--- src/rsf_cfg.svh ---
// Offsets, bit positions and reset values of the motion ramp status word
`ifndef RSF_CFG_SVH
`define RSF_CFG_SVH
`define RSF_ADDR_W        7
`define RSF_STAT_ADDR     7'h2B
`define RSF_STAT_RESET    16'hC000
`define RSF_BIT_VSTOP_R   15
`define RSF_BIT_VSTOP_L   14
`define RSF_BIT_STALL     13
`define RSF_BIT_SECOND    12
`define RSF_BIT_ZWAIT     11
`define RSF_BIT_VZERO     10
`define RSF_BIT_POS_RCH   9
`define RSF_BIT_VEL_RCH   8
`define RSF_BIT_EV_POS    7
`define RSF_BIT_EV_STALL  6
`define RSF_BIT_EV_STOP_R 5
`define RSF_BIT_EV_STOP_L 4
`define RSF_BIT_LATCH_R   3
`define RSF_BIT_LATCH_L   2
`define RSF_BIT_REF_R     1
`define RSF_BIT_REF_L     0
`define RSF_STICKY_N      5
`define RSF_STICKY_RESET  5'h00
`define RSF_SYNC_RESET    2'h0
`endif

--- src/rsf_pkg.sv ---
// Types shared by the motion ramp status block
package rsf_pkg;
	typedef logic [15:0] rsf_word_t;
	typedef enum logic [1:0] {
		RSF_MODE_POSITION = 2'h0,
		RSF_MODE_VEL_POS  = 2'h1,
		RSF_MODE_VEL_NEG  = 2'h2,
		RSF_MODE_HOLD     = 2'h3
	} rsf_ramp_mode_t;
endpackage : rsf_pkg

--- src/rsf_flag_if.sv ---
// Set, clear and flag lines between the status block and its sticky bank
`timescale 1ns/1ns
interface rsf_flag_if #(parameter int N = 5);
	logic [N-1:0] set;
	logic [N-1:0] clr;
	logic [N-1:0] flags;
	modport keeper (input set, input clr, output flags);
	modport user   (output set, output clr, input flags);
endinterface : rsf_flag_if

--- src/rsf_status.sv ---
// Motion ramp status word: live levels, sticky events and readback
// Function
// - Bit 15 shows the right virtual stop state, reset value one.
// - Bit 14 shows the left virtual stop state, reset value one.
// - Bit 13 is live stall from load detect or enabled constant-step unit.
// - Bit 12 sticks on a reversed automatic move; write one clears.
// - Bit 11 is high during the standstill wait after a stop.
// - Bit 10 is high while velocity is zero.
// - Bit 9 is high while position equals goal position.
// - Bit 8 is high while velocity equals the velocity ceiling.
// - Bit 7 sticks on position reached, write one clears, feeds interrupt.
// - Bit 6 latches a stall halt, feeds interrupt; clearing releases motion.
// - Bits 5 and 4 show stop conditions, feed interrupt, clear as specified.
`timescale 1ns/1ns
`include "rsf_cfg.svh"
module rsf_status #(
	parameter int POS_W  = 32,  // Position width
	parameter int VEL_W  = 32,  // Velocity width
	parameter int WAIT_W = 16   // Standstill wait count width
) (
	input  wire logic                   clk,              // 50 MHz clock
	input  wire logic                   rstn,             // Sync reset
	input  wire logic                   ce,               // Clock enable
	input  wire logic                   ref_r_pin,        // Right switch pin
	input  wire logic                   ref_l_pin,        // Left switch pin
	input  wire logic                   pol_stop_r,       // Right inverted
	input  wire logic                   pol_stop_l,       // Left inverted
	input  wire logic                   stop_r_enable,    // Right stop on
	input  wire logic                   stop_l_enable,    // Left stop on
	input  wire logic                   vstop_r_enable,   // Virt right on
	input  wire logic                   vstop_l_enable,   // Virt left on
	input  wire logic                   softstop_enable,  // Soft stop mode
	input  wire logic                   halt_on_stall_enable, // Stall halt
	input  wire logic                   virt_stop_r,      // Virt right cond
	input  wire logic                   virt_stop_l,      // Virt left cond
	input  wire logic                   stall_load_det,   // Regulator stall
	input  wire logic                   stall_cstep,      // Const-step stall
	input  wire logic                   cstep_enable,     // Const-step on
	input  wire logic                   reversal_evt,     // Move reversed
	input  wire logic                   latch_r_evt,      // Right latch done
	input  wire logic                   latch_l_evt,      // Left latch done
	input  rsf_pkg::rsf_ramp_mode_t     ramp_mode,        // Ramp mode
	input  wire logic [POS_W-1:0]       current_position, // Position
	input  wire logic [POS_W-1:0]       goal_position,    // Target
	input  wire logic signed [VEL_W-1:0] current_velocity, // Velocity
	input  wire logic [VEL_W-1:0]       velocity_ceiling, // Max velocity
	input  wire logic [WAIT_W-1:0]      standstill_wait_time, // Wait cycles
	input  wire logic [`RSF_ADDR_W-1:0] reg_addr,         // Register address
	input  wire logic                   reg_wr,           // Write strobe
	input  wire logic [31:0]            reg_wdata,        // Write data
	input  wire logic                   reg_rd,           // Read strobe
	output logic [31:0]                 reg_rdata,        // Read data
	output logic                        irq,              // Interrupt
	output logic                        stall_halt_event, // Stall halt held
	output logic                        stop_r_req,       // Right stop
	output logic                        stop_l_req,       // Left stop
	output logic                        standstill_hold   // Wait in progress
);
	rsf_flag_if #(.N(`RSF_STICKY_N)) fl ();

	rsf_sticky #(.N(`RSF_STICKY_N)) u_sticky (
		.clk  (clk),
		.rstn (rstn),
		.ce   (ce),
		.fl   (fl.keeper)
	);

	// Equality of two words, used for position and velocity
	function automatic logic is_match(input logic [63:0] a,
	                                  input logic [63:0] b);
		is_match = (a == b);
	endfunction : is_match

	logic [1:0]          sync_r;
	logic [1:0]          sync_l;
	rsf_pkg::rsf_word_t  live;
	logic [WAIT_W-1:0]   wait_cnt;
	logic [31:0]         rdata;
	logic                irq_q;
	logic [1:0]          next_sync_r;
	logic [1:0]          next_sync_l;
	rsf_pkg::rsf_word_t  next_live;
	logic [WAIT_W-1:0]   next_wait_cnt;
	logic [31:0]         next_rdata;
	logic                next_irq;
	rsf_pkg::rsf_word_t  word;
	logic                ref_r_act;
	logic                ref_l_act;
	logic                cond_r;
	logic                cond_l;
	logic                vzero_now;
	logic                pos_now;
	logic                vel_neg;
	logic                vel_pos;
	logic                stall_now;
	logic                hit;
	logic                clear_r;
	logic                clear_l;

	// Status word: live flops plus sticky flags
	always_comb begin
		word = live;
		word[`RSF_BIT_SECOND]   = fl.flags[4];
		word[`RSF_BIT_EV_POS]   = fl.flags[3];
		word[`RSF_BIT_EV_STALL] = fl.flags[2];
		word[`RSF_BIT_LATCH_R]  = fl.flags[1];
		word[`RSF_BIT_LATCH_L]  = fl.flags[0];
	end

	// Switch levels after sync and polarity, stop conditions, compares
	always_comb begin
		ref_r_act = sync_r[1] ^ pol_stop_r;
		ref_l_act = sync_l[1] ^ pol_stop_l;
		cond_r    = (ref_r_act & stop_r_enable)
		          | (virt_stop_r & vstop_r_enable);
		cond_l    = (ref_l_act & stop_l_enable)
		          | (virt_stop_l & vstop_l_enable);
		vzero_now = (current_velocity == '0);
		vel_neg   = current_velocity[VEL_W-1];
		vel_pos   = !vel_neg && !vzero_now;
		pos_now   = is_match(64'(current_position),
		                     64'(goal_position));
		stall_now = stall_load_det | (cstep_enable & stall_cstep);
		hit       = (reg_addr == `RSF_STAT_ADDR);
		// Hold, opposite move, soft stop done, or disable drops the stop
		clear_r   = (ramp_mode == rsf_pkg::RSF_MODE_HOLD) || vel_neg
		          || (softstop_enable && vzero_now) || !cond_r;
		clear_l   = (ramp_mode == rsf_pkg::RSF_MODE_HOLD) || vel_pos
		          || (softstop_enable && vzero_now) || !cond_l;
	end

	// Sticky sources and write-one-to-clear strobes
	always_comb begin
		fl.set[4] = reversal_evt;
		fl.set[3] = pos_now & ~live[`RSF_BIT_POS_RCH];
		fl.set[2] = halt_on_stall_enable & stall_now;
		fl.set[1] = latch_r_evt;
		fl.set[0] = latch_l_evt;
		// Zero bits of the write leave their flags alone
		fl.clr = {`RSF_STICKY_N{reg_wr & hit}} & {
			reg_wdata[`RSF_BIT_SECOND], reg_wdata[`RSF_BIT_EV_POS],
			reg_wdata[`RSF_BIT_EV_STALL], reg_wdata[`RSF_BIT_LATCH_R],
			reg_wdata[`RSF_BIT_LATCH_L]};
	end

	// Next values of live bits, wait counter, readback and interrupt
	always_comb begin
		next_sync_r = {sync_r[0], ref_r_pin};
		next_sync_l = {sync_l[0], ref_l_pin};
		next_wait_cnt = wait_cnt;
		// A new standstill starts the wait
		if (vzero_now && !live[`RSF_BIT_VZERO])
			next_wait_cnt = standstill_wait_time;
		else if (wait_cnt != '0)
			next_wait_cnt = wait_cnt - WAIT_W'(1);
		next_live = '0;
		next_live[`RSF_BIT_VSTOP_R] = virt_stop_r;
		next_live[`RSF_BIT_VSTOP_L] = virt_stop_l;
		next_live[`RSF_BIT_STALL]   = stall_now;
		next_live[`RSF_BIT_ZWAIT]   = (next_wait_cnt != '0);
		next_live[`RSF_BIT_VZERO]   = vzero_now;
		next_live[`RSF_BIT_POS_RCH] = pos_now;
		// Raw bit compare: no sign extension of the velocity
		next_live[`RSF_BIT_VEL_RCH] = is_match(
			64'($unsigned(current_velocity)),
			64'(velocity_ceiling));
		next_live[`RSF_BIT_EV_STOP_R] = !clear_r
			&& (live[`RSF_BIT_EV_STOP_R] || vel_pos);
		next_live[`RSF_BIT_EV_STOP_L] = !clear_l
			&& (live[`RSF_BIT_EV_STOP_L] || vel_neg);
		next_live[`RSF_BIT_REF_R] = ref_r_act;
		next_live[`RSF_BIT_REF_L] = ref_l_act;
		next_rdata = rdata;
		if (reg_rd)
			next_rdata = hit ? {16'h0000, word} : 32'h0000_0000;
		next_irq = word[`RSF_BIT_EV_POS] | word[`RSF_BIT_EV_STALL]
		         | word[`RSF_BIT_EV_STOP_R]
		         | word[`RSF_BIT_EV_STOP_L];
	end

	// Register all state, frozen while the clock enable is low
	always_ff @(posedge clk) begin
		if (!rstn) begin
			sync_r   <= `RSF_SYNC_RESET;
			sync_l   <= `RSF_SYNC_RESET;
			live     <= `RSF_STAT_RESET;
			wait_cnt <= '0;
			rdata    <= 32'h0000_0000;
			irq_q    <= 1'b0;
		end else if (ce) begin
			sync_r   <= next_sync_r;
			sync_l   <= next_sync_l;
			live     <= next_live;
			wait_cnt <= next_wait_cnt;
			rdata    <= next_rdata;
			irq_q    <= next_irq;
		end
	end

	// Outputs straight from flops
	assign reg_rdata        = rdata;
	assign irq              = irq_q;
	assign stall_halt_event = fl.flags[2];
	assign stop_r_req       = live[`RSF_BIT_EV_STOP_R];
	assign stop_l_req       = live[`RSF_BIT_EV_STOP_L];
	assign standstill_hold  = live[`RSF_BIT_ZWAIT];
endmodule : rsf_status

--- src/rsf_sticky.sv ---
// Bank of sticky flags, write-one-to-clear, set beats clear
`timescale 1ns/1ns
`include "rsf_cfg.svh"
module rsf_sticky #(parameter int N = `RSF_STICKY_N) (
	input  wire logic  clk,   // System clock
	input  wire logic  rstn,  // Synchronous reset, active low
	input  wire logic  ce,    // Clock enable
	rsf_flag_if.keeper fl     // Set, clear and flag lines
);
	logic [N-1:0] flags;
	logic [N-1:0] next_flags;

	// Set wins over a clear in the same cycle
	always_comb begin
		next_flags = (flags & ~fl.clr) | fl.set;
	end

	// Register flags
	always_ff @(posedge clk) begin
		if (!rstn)
			flags <= N'(`RSF_STICKY_RESET);
		else if (ce)
			flags <= next_flags;
	end

	assign fl.flags = flags;
endmodule : rsf_sticky
--- config.mk ---
export PLATFORM = sky130hd
export DESIGN_NAME = rsf_status
export DESIGN_NICKNAME = d
export VERILOG_FILES = /design/src/rsf_pkg.sv /design/src/rsf_flag_if.sv /design/src/rsf_status.sv /design/src/rsf_sticky.sv
export VERILOG_INCLUDE_DIRS = /design/src
export SDC_FILE = /design/constraint.sdc
export NUM_CORES = 1
export LEC_CHECK = 0
export BUFFER_PORTS_ARGS = -buffer_cell sky130_fd_sc_hd__buf_2
export CORE_AREA = 3 3 95 97
export DETAILED_ROUTE_END_ITERATION = 7
export DIE_AREA = 0 0 98 100
export GPL_ROUTABILITY_DRIVEN = 0
export PLACE_DENSITY_LB_ADDON = 0.25
export RECOVER_POWER = 50
export SLEW_MARGIN = 40
export SYNTH_ARGS = -nofsm -noshare
export SYNTH_HDL_FRONTEND = slang
export SYNTH_SLANG_ARGS = --single-unit
export TNS_END_PERCENT = 50
--- constraint.sdc ---
create_clock -name clk -period 4.5 [get_ports clk]
set_input_delay 0.45 -clock clk [delete_from_list [all_inputs] [get_ports clk]]
set_output_delay 0.45 -clock clk [all_outputs]
set_load 0.01 [all_outputs]
# Word level (Yosys, flattened, before mapping)
# Index checks and enable logic that the tools add are counted.
[totals] ff_bits=69 latchBits=0 ram_bits=0 rom_bits=0 output_inout_bits=37 word_cells=60 mem_count=0
[classes] add_sub_neg=1 multipliers=0 n_div=0 magnitude_cmp=0 n_eq_ne=4 shift=0 mux=3 bitwise_logic=21 n_reduce_logical=24
[op_table] operator="equality test 32 bit" n=2
[op_table] operator="2-to-1 mux 16 bit" n=3
[op_table] operator="logical NOT 32 bit" n=1
[op_table] operator="nonzero test 16 bit" n=2
[op_table] operator="subtractor 16 x 1 -> 16 bit, second input constant" n=1
[op_table] operator="AND 5 bit" n=2
[op_table] operator="AND 1 bit" n=8
[op_table] operator="logical OR 1 bit" n=8
[op_table] operator="equality test 7 x 6 -> 1 bit, second input constant" n=1
[op_table] operator="logical NOT 1 bit" n=7
[op_table] operator="OR 1 bit" n=6
[op_table] operator="logical AND 1 bit" n=5
[op_table] operator="NOT 5 bit" n=1
[op_table] operator="OR 5 bit" n=1
[op_table] operator="equality test 2 bit, second input constant" n=1
[op_table] operator="AND reduction 2 bit" n=1
[op_table] operator="bitwise XOR 1 bit" n=2
[op_table] operator="NOT 1 bit" n=1

# Depth between registers and ports, before layout
[logic_depth] depth_word=8 ltp_mapped=10 depth_no_buf=9

# Cells and area by module
# From an unflattened synthesis, not the netlist that was laid out.
[unflattened] cells_unflattened=444 area_unflattened_um2=3778.6
[by_module_without_submodules] mod="rsf_status" instances=1 cells_each=422 area_per_inst_um2=3568.4
[by_module_without_submodules] mod="rsf_sticky" instances=1 cells_each=22 area_per_inst_um2=210.2

# Worst setup path before layout
# Ideal clock, no wire load.
[synth_path] path_type="flip-flop to flip-flop" start="register wait_cnt[0]" end="register live[11]" setup_ns=0.131 arrival_ns=2.235 t_required_ns=4.369 setup_slack_ns=2.134 path_stages_with_launch=10 path_buffers=0 period_less_slack_ns=2.366 path_cell_list="dfxtp_1 -> inv_1 -> ha_1 -> or4b_2 -> nor4_4 -> nor4_2 -> xnor2_1 -> a32oi_1 -> nor4_1 -> a31oi_1"
[synth_between] elab_chain_len=4 elab_cells_between_ends=5
[synth_rtl] element="start, declared" line="rsf_status.sv:77" text="logic [WAIT_W-1:0] wait_cnt;"
[synth_rtl] element="start signal, assigned" line="rsf_status.sv:194" text="wait_cnt <= next_wait_cnt;"
[synth_rtl] element="subtractor 16 x 1 -> 16 bit / nonzero test 16 bit (equally long branches)" line="rsf_status.sv:155, rsf_status.sv:154"
[synth_rtl] element="2-to-1 mux 16 bit *" line="rsf_status.sv:154" text="else if (wait_cnt != '0)"
[synth_rtl] element="2-to-1 mux 16 bit *" line="rsf_status.sv:152" text="if (vzero_now && !live[`RSF_BIT_VZERO])"
[synth_rtl] element="nonzero test 16 bit *" line="rsf_status.sv:160" text="next_live[`RSF_BIT_ZWAIT] = (next_wait_cnt != '0);"
[synth_rtl] element="end signal, assigned" line="rsf_status.sv:186" text="live <= `RSF_STAT_RESET;"
[synth_rtl] element="end signal, assigned" line="rsf_status.sv:193" text="live <= next_live;"
[synth_rtl] element="end, declared" line="rsf_status.sv:76" text="rsf_pkg::rsf_word_t live;"
# Mark *: on every way between the ends. The rest lies on a longest branch, timed or not.
# A chain may end at the register's enable or synchronous reset.

# Final worst setup path
# Same ends and word-level chain as after synthesis.

==> run_results.csv <==
group,metric,value,unit
clock_tree,cts.clk_slew.worst_paths,110,ps
floorplan,rows,33,
setup_path,critPathMaxFanout,7,
layout,antenna_cells,0,
drt,drt_iter0_markers,120,
setup_path,cp-start-kind,"flip-flop",
logic_synthesis,yosys_warnings,0,
floorplan,die_x,98,um
sta,tns,0,ps
setup_path,slowest_stage,"or4b_2",
logic_synthesis,ys_types,52,
status,outcome,"completed",
drt,avgRoutedWirePerCell,16.0,um
sta,slew_viol_final,0,
clock_tree,cts_made_buffers,5,
sta,skew,7.56,ps
place,dp_slack,1620,ps
logic_synthesis,ys.flop_type,"dfxtp_1",
drt,postRouteAntennaNets,0,
logic_synthesis,yosysSeqAreaShare,29.7,%
floorplan,die-area,9800,sq um
clock_tree,htree_num_levels,2,
clock_tree,cts_tree,"done",
logic_synthesis,ys_ff_latch,53,
place,io_buffer_count,201,
layout,drive_above_1_share,34.3,%
clock_tree,post_cts_resized,0,
setup_path,crit_type,"flip-flop to flip-flop",
drt,route.detailed.drc,0,
logic_synthesis,synth_common_cells,"nor2_1, xnor2_1, dfxtp_1, a22oi_1",
logic_synthesis,yosysTopAreaCell,"dfxtp_1",
power,switching_share,42.3,%
place,hpwlAfterDp,9.46,mm
logic_synthesis,synth.avg_cell_area,8.38,sq um
grt,antenna_found_initial,0,
grt,grt_pass1_vias,3797,
run,cap_violations,0,
setup_path,reg2reg_from,"wait_cnt[0]$_SDFFE_PN0P_",
setup_path,path_delay_family,"simple AND/OR/NAND/NOR gates",
setup_path,crit_path_end_kind,"flip-flop",
grt,grt_pass1_wl,17.9,mm
power,seqPwrFrac,29.1,%
logic_synthesis,netlist_area,3570,sq um
sta,relSlewSlack,37.2,%
logic_synthesis,synth_edf_count,0,
sta,worst_slack,1560,ps
setup_path,worstRegToRegCells,9,
floorplan,coreArea,8220,sq um
logic_synthesis,post-synth-top-count-cell,"nor2_1",
floorplan,ios,245,
sta,fmax,340,MHz
clock_tree,clock-root-buffer,"clkbuf_8",
logic_synthesis,netlist_top_cells_area,"dfxtp_1, xnor2_1, nor2_1",
clock_tree,cts_sinks,53,
grt,overflow,0,
setup_path,crit_required,4680,ps
place,placed_area,4590,sq um
setup_path,arrival,3120,ps
sta,tightest_slew,934,ps
drt,vias,3816,
clock_tree,cts_setup_buffers,0,
setup_path,crit_end,"live[11]$_SDFFE_PN0P_",
power,p_sw,0.000899,W
layout,design_area,4650,sq um
floorplan,floorplan.initialDensity,43.4,%
setup_path,r2r_end,"live[11]$_SDFFE_PN0P_",
setup_path,cp_slowest_stage_delay,630,ps
sta,grt_setup_unrepaired,"no",
sta,setup_viol,0,
logic_synthesis,synth_top_area_share,29.7,%
grt,grt_util_all_layers,22.6,%
drt,viasPerCell,5.26,
setup_path,crit_start,"wait_cnt[0]$_SDFFE_PN0P_",
grt,grt_max_degree,44,
setup_path,r2r_setup_slack,1560,ps
power,power_frac_comb,57.2,%
layout,syn2layout_area_growth,30.4,%
sta,hold_viol,0,
hold_path,min_path_type,"primary input to flip-flop",
sta,fin_crit,2940,ps
power,p_clk_share,13.7,%
power,p_per_area,457,nW/um^2
logic_synthesis,async_flop_share,0,%
floorplan,die_height,100,um
power,intPower,0.00123,W
clock_tree,clkLatencyLatePin,310,ps
setup_path,path_buf_inv,1,
power,p_leak,1.95,nW
drt,drt-total-wl,11.6,mm
clock_tree,clk_path_buf_depth,2,
sta,fin_crit_sh,65.4,%
setup_path,crit_chain,"inv_1, ha_1, or4b_2, nor4_4, nor4_2, xnor2_1, a32oi_1, nor4_1, a31oi_1",
setup_path,crit_cells,9,
drt,dr.pass1.iters,5,
clock_tree,hold_buffers,0,
sta,holdWs,366,ps
logic_synthesis,netlist_instances,426,
layout,fin_nets,830,
power,ir_drop,0.000242,V
## per-stage QoR
| step | instances | utilization, % | total power (W) |
|---|---|---|---|
| 2_1_floorplan | 441 | - | 0.00158 |
| 3_3_place_gp | 717 | 55.7 | 0.00182 |
| 3_5_place_dp | 718 | 55.9 | 0.00184 |
| 4_1_cts | 726 | 57.1 | 0.00214 |
| 5_1_grt | 726 | 56.6 | 0.00230 |
| 6_report | 726 | 56.6 | 0.00213 |
## routing by layer
layer / track usage [%] / part of all wire, %
met5: 0 / 0
met4: 3.94 / 0.73
met3: 5.56 / 8.0
met2: 41.9 / 51
met1: 26.6 / 40
## cell type report
cell class	count	area [sq um]
Clock buffer	5	68.8
Tap cell	105	131
Fill cell	808	3560
Timing Repair Buffer	206	1020
Clock inverter	3	28.8
Inverter	5	18.8
Multi-Input combinational cell	349	2330
Sequential cell	53	1060
## state kept, by name (all words and copies together), names as in the netlist
| name | cells |
|---|---|
| irq | 1 |
| live | 11 |
| reg_rdata | 16 |
| sync_l | 2 |
| sync_r | 2 |
| u_sticky.fl.flags | 5 |
| wait_cnt | 16 |
## how the worst min path moves through the flow
stage | start | cells after the start | slack (ps) | to
global route | rstn | 2 | 370 | live[15]$_SDFFE_PN1P_
finish | rstn | 2 | 370 | live[14]$_SDFFE_PN1P_
floorplan | live[14]$_SDFFE_PN1P_ | 2 | 440 | live[14]$_SDFFE_PN1P_
detailed placement | live[15]$_SDFFE_PN1P_ | 2 | 470 | live[15]$_SDFFE_PN1P_
CTS | virt_stop_l | 3 | 360 | live[14]$_SDFFE_PN1P_
global placement | live[15]$_SDFFE_PN1P_ | 2 | 470 | live[15]$_SDFFE_PN1P_
## placed cells by master (no fill, tap or decap), types with 2 or more instances in the layout
master	netlist	routed
o21ai_0	14	14
nor4_2	2	3
or4_1	3	3
buf_4	17	4
a22o_1	2	2
nand4_1	17	17
nand3_1	3	3
or2_2	3	3
ha_1	2	2
nor2_1	65	65
nor3_1	13	13
a32oi_1	5	5
buf_2	2	177
a21oi_1	10	10
nor4_1	23	22
inv_1	5	5
conb_1	1	16
clkbuf_8	3	5
o31ai_1	2	2
mux2i_1	15	15
xor2_1	11	11
a31oi_1	2	2
o21ai_2	3	3
xnor2_1	62	62
nand2_1	23	23
nand2b_1	3	3
nor4_4	2	2
dfxtp_1	53	53
clkbuf_1	11	24
nor3_4	1	2
or4_4	3	3
a22oi_1	25	25
## cell families (layout without fill, tap and decap cells)
logic type / count (synthesis) / count (layout) / synth area share (%)
compound gates: 71 / 71 / 14.0
other cells: 1 / 16 / 0.105
mux: 16 / 16 / 4.52
buf+inv: 39 / 219 / 7.01
xor+xnor: 73 / 73 / 17.9
flops: 53 / 53 / 29.7
fa+ha+maj: 2 / 2 / 0.701
simple gates: 171 / 171 / 26.1
## worst reg2reg max path: cells and delay by family, from the launching register on
kind,cells,cell delay (ps)
adder cells (fa/ha/maj),1,170
buffers and inverters,1,120
XOR/XNOR,1,170
AO/OA/AOI/OAI,2,260
flip-flops,1,390
AND/OR/NAND/NOR,4,1690
## power by group through the flow
stage / clock, W / combinational (W) / sequential, W
final: 0.000292 / 0.00122 / 0.000619
after global routing: 0.000318 / 0.00135 / 0.000631
after CTS: 0.000303 / 0.00122 / 0.000616
after detailed placement: 0 / 0.00121 / 0.000625
after global placement: 0 / 0.00120 / 0.000622
after floorplan: 0 / 0.000977 / 0.000606
No activity file was read; power rests on OpenSTA's default activity.
